--- src/hw/gim_params.svh ---
// Offsets, field positions, reset values and timing counts of the pin interrupt block
`ifndef GIM_PARAMS_SVH
`define GIM_PARAMS_SVH

`define GIM_ADDR_SYS_STS 32'h0000_0058
`define GIM_ADDR_SYS_EN 32'h0000_005C
`define GIM_ADDR_IND_CFG 32'h0000_01BC
`define GIM_ADDR_PIN_CFG 32'h0000_01E0
`define GIM_ADDR_PIN_IRQ 32'h0000_01E8

`define GIM_PIN_EN_LSB 16
`define GIM_PIN_POL_LSB 16
`define GIM_FUN_LSB 8
`define GIM_FUN_W 2
`define GIM_FUN_COUNT 4
`define GIM_SYS_LOAD_BIT 0
`define GIM_SYS_GPIO_BIT 12

`define GIM_PIN_EN_RST 12'h000
`define GIM_PIN_STS_RST 12'h000
`define GIM_PIN_CFG_RST 12'h000
`define GIM_IND_SEL_RST 8'h00
`define GIM_IND_FUN_RST 2'h0
`define GIM_SYS_EN_RST 13'h0000

`define GIM_CLK_NS 50
`define GIM_SRC_MIN_NS 40
`define GIM_SRC_MIN_CYC ((`GIM_SRC_MIN_NS + `GIM_CLK_NS - 1) / `GIM_CLK_NS)
`define GIM_STRAP_SETTLE 2'h3

`endif

--- src/hw/gim_pkg.sv ---
// Types shared by the pin interrupt and indicator block
package gim_pkg;
   typedef enum logic [1:0] {
      GIM_STRAP_WAIT = 2'b00,
      GIM_STRAP_LATCH = 2'b01,
      GIM_STRAP_RUN = 2'b10
   } gim_strap_state_t;
endpackage

--- src/hw/gim_pin_sync.sv ---
// Three-stage input synchroniser; output follows once stages two and three agree
module gim_pin_sync #(
   parameter int WIDTH = 12
) (
   input wire logic sys_clk,
   input wire logic arst_n,
   input wire logic [WIDTH-1:0] din,
   output logic [WIDTH-1:0] dout
);
   logic [WIDTH-1:0] stage1;
   logic [WIDTH-1:0] stage2;
   logic [WIDTH-1:0] stage3;
   logic [WIDTH-1:0] next_dout;
   logic [WIDTH-1:0] agree;

   if (WIDTH < 1) begin : g_chk
      $error("gim_pin_sync: WIDTH must be at least 1");
   end

   always_comb begin
      agree = ~(stage2 ^ stage3);
      next_dout = (dout & ~agree) | (stage3 & agree);
   end

   always_ff @(posedge sys_clk or negedge arst_n) begin
      if (!arst_n) begin
         stage1 <= '0;
         stage2 <= '0;
         stage3 <= '0;
         dout <= '0;
      end else begin
         stage1 <= din;
         stage2 <= stage1;
         stage3 <= stage2;
         dout <= next_dout;
      end
   end
endmodule

--- src/hw/gim_top.sv ---
// Pin interrupt status/enable, system summary and indicator pin selection with AHB-Lite access
//
// The implementer's own choice: the AHB-Lite slave port.
`include "gim_params.svh"
module gim_top #(
   parameter int PIN_COUNT = 12,
   parameter int LED_COUNT = 8
) (
   input wire logic sys_clk,
   input wire logic arst_n,
   input wire logic hsel,
   input wire logic [31:0] haddr,
   input wire logic [1:0] htrans,
   input wire logic hwrite,
   input wire logic [2:0] hsize,
   input wire logic [31:0] hwdata,
   input wire logic hready,
   output logic hreadyout,
   output logic [31:0] hrdata,
   output logic hresp,
   input wire logic [PIN_COUNT-1:0] pinIn,
   input wire logic [PIN_COUNT-1:0] pinIsOutput,
   input wire logic [LED_COUNT-1:0] gpioOut,
   input wire logic [LED_COUNT-1:0] gpioOe,
   input wire logic [`GIM_FUN_COUNT-1:0][LED_COUNT-1:0] indicatorSource,
   input wire logic [LED_COUNT-1:0] indicatorSelectStrap,
   input wire logic [`GIM_FUN_W-1:0] indicatorFunctionStrap,
   input wire logic loaderWrite,
   input wire logic [LED_COUNT-1:0] loaderSelect,
   input wire logic [`GIM_FUN_W-1:0] loaderFunction,
   output logic [LED_COUNT-1:0] pinOut,
   output logic [LED_COUNT-1:0] pinOe,
   output logic irqOut
);
   localparam int STRAP_W = LED_COUNT + `GIM_FUN_W;
   localparam logic [12:0] SYS_EN_RST = `GIM_SYS_EN_RST;

   if (PIN_COUNT < 1 || PIN_COUNT > 12 || LED_COUNT < 1 || LED_COUNT > 8
       || LED_COUNT > PIN_COUNT || `GIM_SRC_MIN_CYC > 1) begin : g_chk
      $error("gim_top: unsupported PIN_COUNT or LED_COUNT");
   end

   // Bus slave state
   logic wrPend;
   logic [31:0] wrAddr;
   logic next_wrPend;
   logic [31:0] next_wrAddr;
   logic [31:0] next_hrdata;
   logic accept;

   // Register state
   logic [PIN_COUNT-1:0] pinStatus;
   logic [PIN_COUNT-1:0] pinEnable;
   logic [PIN_COUNT-1:0] pinIrqCapable;
   logic [PIN_COUNT-1:0] pinPolarity;
   logic [LED_COUNT-1:0] indSelect;
   logic [`GIM_FUN_W-1:0] indFunction;
   logic sysGpioEn;
   logic sysLoadEn;
   logic sysLoadSts;
   logic [PIN_COUNT-1:0] next_pinStatus;
   logic [PIN_COUNT-1:0] next_pinEnable;
   logic [PIN_COUNT-1:0] next_pinIrqCapable;
   logic [PIN_COUNT-1:0] next_pinPolarity;
   logic [LED_COUNT-1:0] next_indSelect;
   logic [`GIM_FUN_W-1:0] next_indFunction;
   logic next_sysGpioEn;
   logic next_sysLoadEn;
   logic next_sysLoadSts;
   logic next_irqOut;

   // Strap latch state
   gim_pkg::gim_strap_state_t strapState;
   gim_pkg::gim_strap_state_t next_strapState;
   logic [1:0] settleCnt;
   logic [1:0] next_settleCnt;

   // Derived signals
   logic [PIN_COUNT-1:0] pinSync;
   logic [STRAP_W-1:0] strapSync;
   logic [PIN_COUNT-1:0] ledRole;
   logic [PIN_COUNT-1:0] pinSource;
   logic [PIN_COUNT-1:0] pinClear;
   logic gpioSummary;
   logic wrIndCfg;
   logic wrPinIrq;
   logic wrPinCfg;
   logic wrSysSts;
   logic wrSysEn;
   logic [LED_COUNT-1:0] next_pinOut;
   logic [LED_COUNT-1:0] next_pinOe;
   logic [LED_COUNT-1:0] funcSignal;

   gim_pin_sync #(.WIDTH(PIN_COUNT)) u_pin_sync (
      .sys_clk(sys_clk),
      .arst_n(arst_n),
      .din(pinIn),
      .dout(pinSync)
   );

   gim_pin_sync #(.WIDTH(STRAP_W)) u_strap_sync (
      .sys_clk(sys_clk),
      .arst_n(arst_n),
      .din({indicatorFunctionStrap, indicatorSelectStrap}),
      .dout(strapSync)
   );

   assign hreadyout = 1'b1;
   assign hresp = 1'b0;
   assign accept = hsel & htrans[1] & hready;

   always_comb begin
      wrIndCfg = wrPend && (wrAddr == `GIM_ADDR_IND_CFG);
      wrPinIrq = wrPend && (wrAddr == `GIM_ADDR_PIN_IRQ);
      wrPinCfg = wrPend && (wrAddr == `GIM_ADDR_PIN_CFG);
      wrSysSts = wrPend && (wrAddr == `GIM_ADDR_SYS_STS);
      wrSysEn = wrPend && (wrAddr == `GIM_ADDR_SYS_EN);
      ledRole = '0;
      ledRole[LED_COUNT-1:0] = indSelect;
      // An indicator pin or a driven pin is no interrupt input
      pinSource = pinIrqCapable & ~pinIsOutput & ~ledRole & ~(pinSync ^ pinPolarity);
      pinClear = wrPinIrq ? hwdata[PIN_COUNT-1:0] : '0;
      gpioSummary = |(pinStatus & pinEnable);
   end

   // Register file next values; hardware set wins over a same-cycle clear
   always_comb begin
      next_pinStatus = (pinStatus & ~pinClear) | pinSource;
      next_pinEnable = pinEnable;
      next_pinIrqCapable = pinIrqCapable;
      next_pinPolarity = pinPolarity;
      next_indSelect = indSelect;
      next_indFunction = indFunction;
      next_sysGpioEn = sysGpioEn;
      next_sysLoadEn = sysLoadEn;
      next_sysLoadSts = sysLoadSts;
      if (wrPinIrq) begin
         next_pinEnable = hwdata[`GIM_PIN_EN_LSB +: PIN_COUNT];
      end
      if (wrPinCfg) begin
         next_pinIrqCapable = hwdata[PIN_COUNT-1:0];
         next_pinPolarity = hwdata[`GIM_PIN_POL_LSB +: PIN_COUNT];
      end
      if (wrSysEn) begin
         next_sysGpioEn = hwdata[`GIM_SYS_GPIO_BIT];
         next_sysLoadEn = hwdata[`GIM_SYS_LOAD_BIT];
      end
      if (wrSysSts && hwdata[`GIM_SYS_LOAD_BIT]) begin
         next_sysLoadSts = 1'b0;
      end
      if (wrIndCfg) begin
         next_indSelect = hwdata[LED_COUNT-1:0];
         next_indFunction = hwdata[`GIM_FUN_LSB +: `GIM_FUN_W];
      end
      if (loaderWrite) begin
         next_indSelect = loaderSelect;
         next_indFunction = loaderFunction;
         next_sysLoadSts = 1'b1;
      end
      if (strapState == gim_pkg::GIM_STRAP_LATCH) begin
         next_indSelect = strapSync[LED_COUNT-1:0];
         next_indFunction = strapSync[LED_COUNT +: `GIM_FUN_W];
      end
      next_irqOut = (gpioSummary & sysGpioEn) | (sysLoadSts & sysLoadEn);
   end

   always_ff @(posedge sys_clk or negedge arst_n) begin
      if (!arst_n) begin
         pinStatus <= `GIM_PIN_STS_RST;
         pinEnable <= `GIM_PIN_EN_RST;
         pinIrqCapable <= `GIM_PIN_CFG_RST;
         pinPolarity <= `GIM_PIN_CFG_RST;
         indSelect <= `GIM_IND_SEL_RST;
         indFunction <= `GIM_IND_FUN_RST;
         sysGpioEn <= SYS_EN_RST[`GIM_SYS_GPIO_BIT];
         sysLoadEn <= SYS_EN_RST[`GIM_SYS_LOAD_BIT];
         sysLoadSts <= 1'b0;
         irqOut <= 1'b0;
      end else begin
         pinStatus <= next_pinStatus;
         pinEnable <= next_pinEnable;
         pinIrqCapable <= next_pinIrqCapable;
         pinPolarity <= next_pinPolarity;
         indSelect <= next_indSelect;
         indFunction <= next_indFunction;
         sysGpioEn <= next_sysGpioEn;
         sysLoadEn <= next_sysLoadEn;
         sysLoadSts <= next_sysLoadSts;
         irqOut <= next_irqOut;
      end
   end

   // Straps are caught once the synchronisers have filled after reset release
   always_comb begin
      next_strapState = strapState;
      next_settleCnt = settleCnt;
      case (strapState)
         gim_pkg::GIM_STRAP_WAIT: begin
            next_settleCnt = settleCnt + 2'h1;
            if (settleCnt == `GIM_STRAP_SETTLE) begin
               next_strapState = gim_pkg::GIM_STRAP_LATCH;
            end
         end
         gim_pkg::GIM_STRAP_LATCH: begin
            next_strapState = gim_pkg::GIM_STRAP_RUN;
         end
         gim_pkg::GIM_STRAP_RUN: begin
            next_strapState = gim_pkg::GIM_STRAP_RUN;
         end
         default: begin
            next_strapState = gim_pkg::GIM_STRAP_WAIT;
            next_settleCnt = 2'h0;
         end
      endcase
   end

   always_ff @(posedge sys_clk or negedge arst_n) begin
      if (!arst_n) begin
         strapState <= gim_pkg::GIM_STRAP_WAIT;
         settleCnt <= 2'h0;
      end else begin
         strapState <= next_strapState;
         settleCnt <= next_settleCnt;
      end
   end

   // Bus slave: zero wait states, read data registered in the address phase
   always_comb begin
      next_wrPend = accept & hwrite;
      next_wrAddr = accept ? haddr : wrAddr;
      next_hrdata = 32'h0000_0000;
      if (accept && !hwrite) begin
         case (haddr)
            `GIM_ADDR_PIN_IRQ: begin
               next_hrdata[PIN_COUNT-1:0] = next_pinStatus;
               next_hrdata[`GIM_PIN_EN_LSB +: PIN_COUNT] = next_pinEnable;
            end
            `GIM_ADDR_PIN_CFG: begin
               next_hrdata[PIN_COUNT-1:0] = next_pinIrqCapable;
               next_hrdata[`GIM_PIN_POL_LSB +: PIN_COUNT] = next_pinPolarity;
            end
            `GIM_ADDR_IND_CFG: begin
               next_hrdata[LED_COUNT-1:0] = next_indSelect;
               next_hrdata[`GIM_FUN_LSB +: `GIM_FUN_W] = next_indFunction;
            end
            `GIM_ADDR_SYS_STS: begin
               next_hrdata[`GIM_SYS_GPIO_BIT] = |(next_pinStatus & next_pinEnable);
               next_hrdata[`GIM_SYS_LOAD_BIT] = next_sysLoadSts;
            end
            `GIM_ADDR_SYS_EN: begin
               next_hrdata[`GIM_SYS_GPIO_BIT] = next_sysGpioEn;
               next_hrdata[`GIM_SYS_LOAD_BIT] = next_sysLoadEn;
            end
            default: begin
               next_hrdata = 32'h0000_0000;
            end
         endcase
      end
   end

   always_ff @(posedge sys_clk or negedge arst_n) begin
      if (!arst_n) begin
         wrPend <= 1'b0;
         wrAddr <= 32'h0000_0000;
         hrdata <= 32'h0000_0000;
      end else begin
         wrPend <= next_wrPend;
         wrAddr <= next_wrAddr;
         hrdata <= next_hrdata;
      end
   end

   // Indicator pin multiplexer
   for (genvar i = 0; i < LED_COUNT; i++) begin : g_led
      always_comb begin
         funcSignal[i] = indicatorSource[indFunction][i];
         next_pinOut[i] = indSelect[i] ? funcSignal[i] : gpioOut[i];
         next_pinOe[i] = indSelect[i] | gpioOe[i];
      end
   end

   always_ff @(posedge sys_clk or negedge arst_n) begin
      if (!arst_n) begin
         pinOut <= '0;
         pinOe <= '0;
      end else begin
         pinOut <= next_pinOut;
         pinOe <= next_pinOe;
      end
   end
endmodule

--- config.mk ---
export PLATFORM = sky130hd
export DESIGN_NAME = gim_top
export DESIGN_NICKNAME = d
export VERILOG_FILES = /design/src/hw/gim_pkg.sv /design/src/hw/gim_pin_sync.sv /design/src/hw/gim_top.sv
export VERILOG_INCLUDE_DIRS = /design/src /design/src/hw
export SDC_FILE = /design/constraint.sdc
export NUM_CORES = 1
export LEC_CHECK = 0
export CAP_MARGIN = 0
export CORE_AREA = 3 3 141 143
export DETAILED_ROUTE_END_ITERATION = 10
export DIE_AREA = 0 0 144 146
export DONT_BUFFER_PORTS = 1
export PLACE_DENSITY_LB_ADDON = 0.15
export SLEW_MARGIN = 20
export SYNTH_ARGS = -nofsm -noshare
export SYNTH_HDL_FRONTEND = slang
export SYNTH_SLANG_ARGS = --single-unit
--- constraint.sdc ---
create_clock -name sys_clk -period 5.95 [get_ports sys_clk]
set_input_delay 0.595 -clock sys_clk [delete_from_list [all_inputs] [get_ports sys_clk]]
set_output_delay 0.595 -clock sys_clk [all_outputs]
set_load 0.01 [all_outputs]
==> metrics.cfg <==
[outcome]
status=completed

[timing]
finalSetupViolations=0
tns_ns=0
finalMaxSlewViolations=0
finalHoldViolations=0
slew_headroom_pct=46.4
layout_setup_ws_ns=2.81
clock-skew-final_ns=0.0132
period_minus_slack_ns=3.14
post-route-period-util_pct=52.8
fmax_mhz=318
rsz0062_at_grt=false
whs_ns=0.0806
tightestPinTransition_ns=0.804

[clock_tree]
clock_path_buffers=3
clkTransAtPathRegs_ns=0.06
cts_sinks=228
htree_levels=1
cts_tree=built
clock_latency_ns=0.54
cts_buffers=25
cts_setup_buffers=0
cts_resized=0
cts_root_buffer=clkbuf_16

[layout]
drive_above_1_share_pct=22.8
fillers=1553
syn_to_final_growth_pct=13.6
instances_no_fill=946
stdcell_area_um2=10500
final_util_pct=56.3
fin_nets=862

[setup_path]
worstPathMaxFanout=14
slowest_stage=nor3_2
cp-start-kind=register
reg2reg_slack_ns=2.81
max_stage_delay_ns=0.76
timing.rr.start=wrAddr[19]$_DFFE_PN0P_
r2r_end=hrdata[5]$_DFF_PN0_
cp-startpoint=wrAddr[19]$_DFFE_PN0P_
required_ns=6.41
crit_chain=nor4_1 > nand3_1 > nor3_2 > a211oi_1 > o31ai_1 > a32o_1
critPathKind=register to register
arrival_ns=3.60
cp-endpoint=hrdata[5]$_DFF_PN0_
end_kind=register
rr_worst_depth=6

[synth]
synth_cells=685
async_flop_share_pct=100
synthDistinctLibCells=65
yosys.area.top_type=dfrtp_1
yosys-top-cells-count=dfrtp_1 (228), mux2_2 (67), nand2_1 (51)
synth_area_leaders=dfrtp_1 (62%), mux2_2 (8.1%), maj3_1 (2.4%)
avgSynthCellArea_um2=13.5
syn-cell-area_um2=9270
ys.flop_type=dfrtp_1
ys_ff_latch=228
synth_top_area_share_pct=61.5
ys_seq_area_share_pct=61.5
synth_warnings=0
yosysMostFrequentCell=dfrtp_1
synth_edf_count=0

[floorplanning]
fp-row-count=50
start_util_pct=49.6
coreArea_um2=18700
dieHeight_um=146
dieArea_um2=21000
die_w_um=144
io_pins=218

[drt]
drt_iter0_drc=348
first_pass_iters=5
ant_nets=0
vias=5780
drt-wirelength-per-cell_um=24.7
drc=0
viasPerCell=6.11
drt_wl_total_mm=23.4

[min_path]
hold_path_class=input pin to register

[power_and_ir_drop]
power_mw=3.78
ir_drop_uv=250
p_leak_nw=4.52
power.density_nw_per_um2=358

[global_route]
grt_pass1_vias=6233
track_usage_pct=21.8
grt_busiest_layer=met2
grt_max_degree=229
grtUsageMet2_pct=36.1
grt_first_pass_wirelength_mm=35.5
antenna_found_initial=3
met3_usage_pct=6.18
met1_usage_pct=27.7
gr-total-overflow=0

[placed_design]
place_hpwl_mm=16.7
placed_area_um2=9470
gp_congestion=0.862
dp.cells=896
dp_slack_ns=2.89
port_buffers=0

[flow_run]
max_cap_viol_count=0

## cell usage in the layout (no fill, tap or decap), types with 4 or more instances in the layout
cell / synthesis / layout
a211oi_1: 13 / 13
a21o_1: 4 / 4
a21oi_1: 5 / 5
a22o_1: 5 / 5
a22oi_1: 5 / 5
a311oi_1: 6 / 6
a31oi_1: 7 / 7
a32o_1: 8 / 8
buf_4: 12 / 7
bufinv_16: 0 / 9
clkbuf_16: 0 / 25
conb_1: 2 / 9
dfrtp_1: 228 / 228
inv_1: 10 / 10
maj3_1: 22 / 22
mux2_1: 12 / 12
mux2_2: 67 / 67
mux4_2: 8 / 8
nand2_1: 51 / 51
nand2b_1: 6 / 6
nand3_1: 10 / 10
nand4_1: 11 / 11
nor2_1: 32 / 32
nor3_1: 4 / 4
nor4_1: 13 / 13
o21ai_0: 9 / 9
o31a_1: 9 / 9
o31ai_1: 18 / 18
o31ai_4: 5 / 5
or2_2: 11 / 11
xnor2_1: 7 / 7
xor2_1: 5 / 5
## worst max-delay path: cells and delay by family (launching register included)
| kind | cells | cell delay [ns] |
|---|---|---|
| compound gates | 3 | 0.79 |
| simple gates | 3 | 1.88 |
| flops | 1 | 0.40 |
## registers in the layout, indices dropped and copies added (netlist names), 10 cells and up, named ones only
name	cells
pinEnable	12
u_pin_sync.stage1	12
u_strap_sync.stage3	10
u_strap_sync.stage1	10
u_pin_sync.stage3	12
hrdata	25
pinStatus	12
u_pin_sync.stage2	12
u_strap_sync.stage2	10
pinPolarity	12
wrAddr	32
pinIrqCapable	12
## where the power goes
part	leakage (nW)	total, mW	internal (mW)	switching, mW
Combinational	1.25	0.198	0.0988	0.0992
Clock	0.487	1.85	1.21	0.640
Sequential	2.78	1.73	1.65	0.0822
## area by class of cell
class / instances / area, um2 / area share (%)
Clock inverter: 15 / 328 / 3.11
Clock buffer: 30 / 674 / 6.40
Inverter: 11 / 41.3 / 0.392
Tap cell: 234 / 293 / 2.78
Timing Repair Buffer: 10 / 118 / 1.12
Multi-Input combinational cell: 416 / 3370 / 32.0
Antenna cell: 2 / 5.00 / 0.0475
Sequential cell: 228 / 5710 / 54.1
## repair_timing
| item | in CTS | in global routing |
|---|---|---|
| hold endpoints to repair | 228 | 68 |
| hold buffers | 1 | 1 |
| endpoints found under the setup margin | 0 | 0 |
## metal layers
| metal | wire, um | share of wire, % |
|---|---|---|
| met1 | 9410 | 40 |
| met2 | 11300 | 48 |
| met3 | 1910 | 8.2 |
| met4 | 784 | 3.4 |
| met5 | 13 | 0.056 |
## worst min path at each step
stage                            start                          endpoint  slack [ns]  depth (start not counted)
3_5_place_dp                    arst_n               pinOut[7]$_DFF_PN0_        0.31                          0
6_report                     pinIn[10]   u_pin_sync.stage1[10]$_DFF_PN0_        0.08                          0
2_1_floorplan                   arst_n                         async pin        0.30                          0
4_1_cts        indicatorSelectStrap[3]  u_strap_sync.stage1[3]$_DFF_PN0_        0.07                          0
3_3_place_gp                    arst_n               pinOut[7]$_DFF_PN0_        0.31                          0
5_1_grt        indicatorSelectStrap[3]  u_strap_sync.stage1[3]$_DFF_PN0_        0.07                          0
## cells by family (layout without fill, tap and decap cells)
family / count (synthesis) / after routing / synth area share (%)
and+or+nand+nor: 170 / 170 / 10.1
other: 2 / 11 / 0.0810
DFF: 228 / 228 / 61.5
xor gates and xnor gates: 12 / 12 / 1.13
muxes: 88 / 88 / 11.6
adders and majority gates: 25 / 25 / 2.78
AOI/OAI and AO/OA: 112 / 112 / 10.3
buffers and inverters: 48 / 66 / 2.51
(Power assumes the default switching activity.)
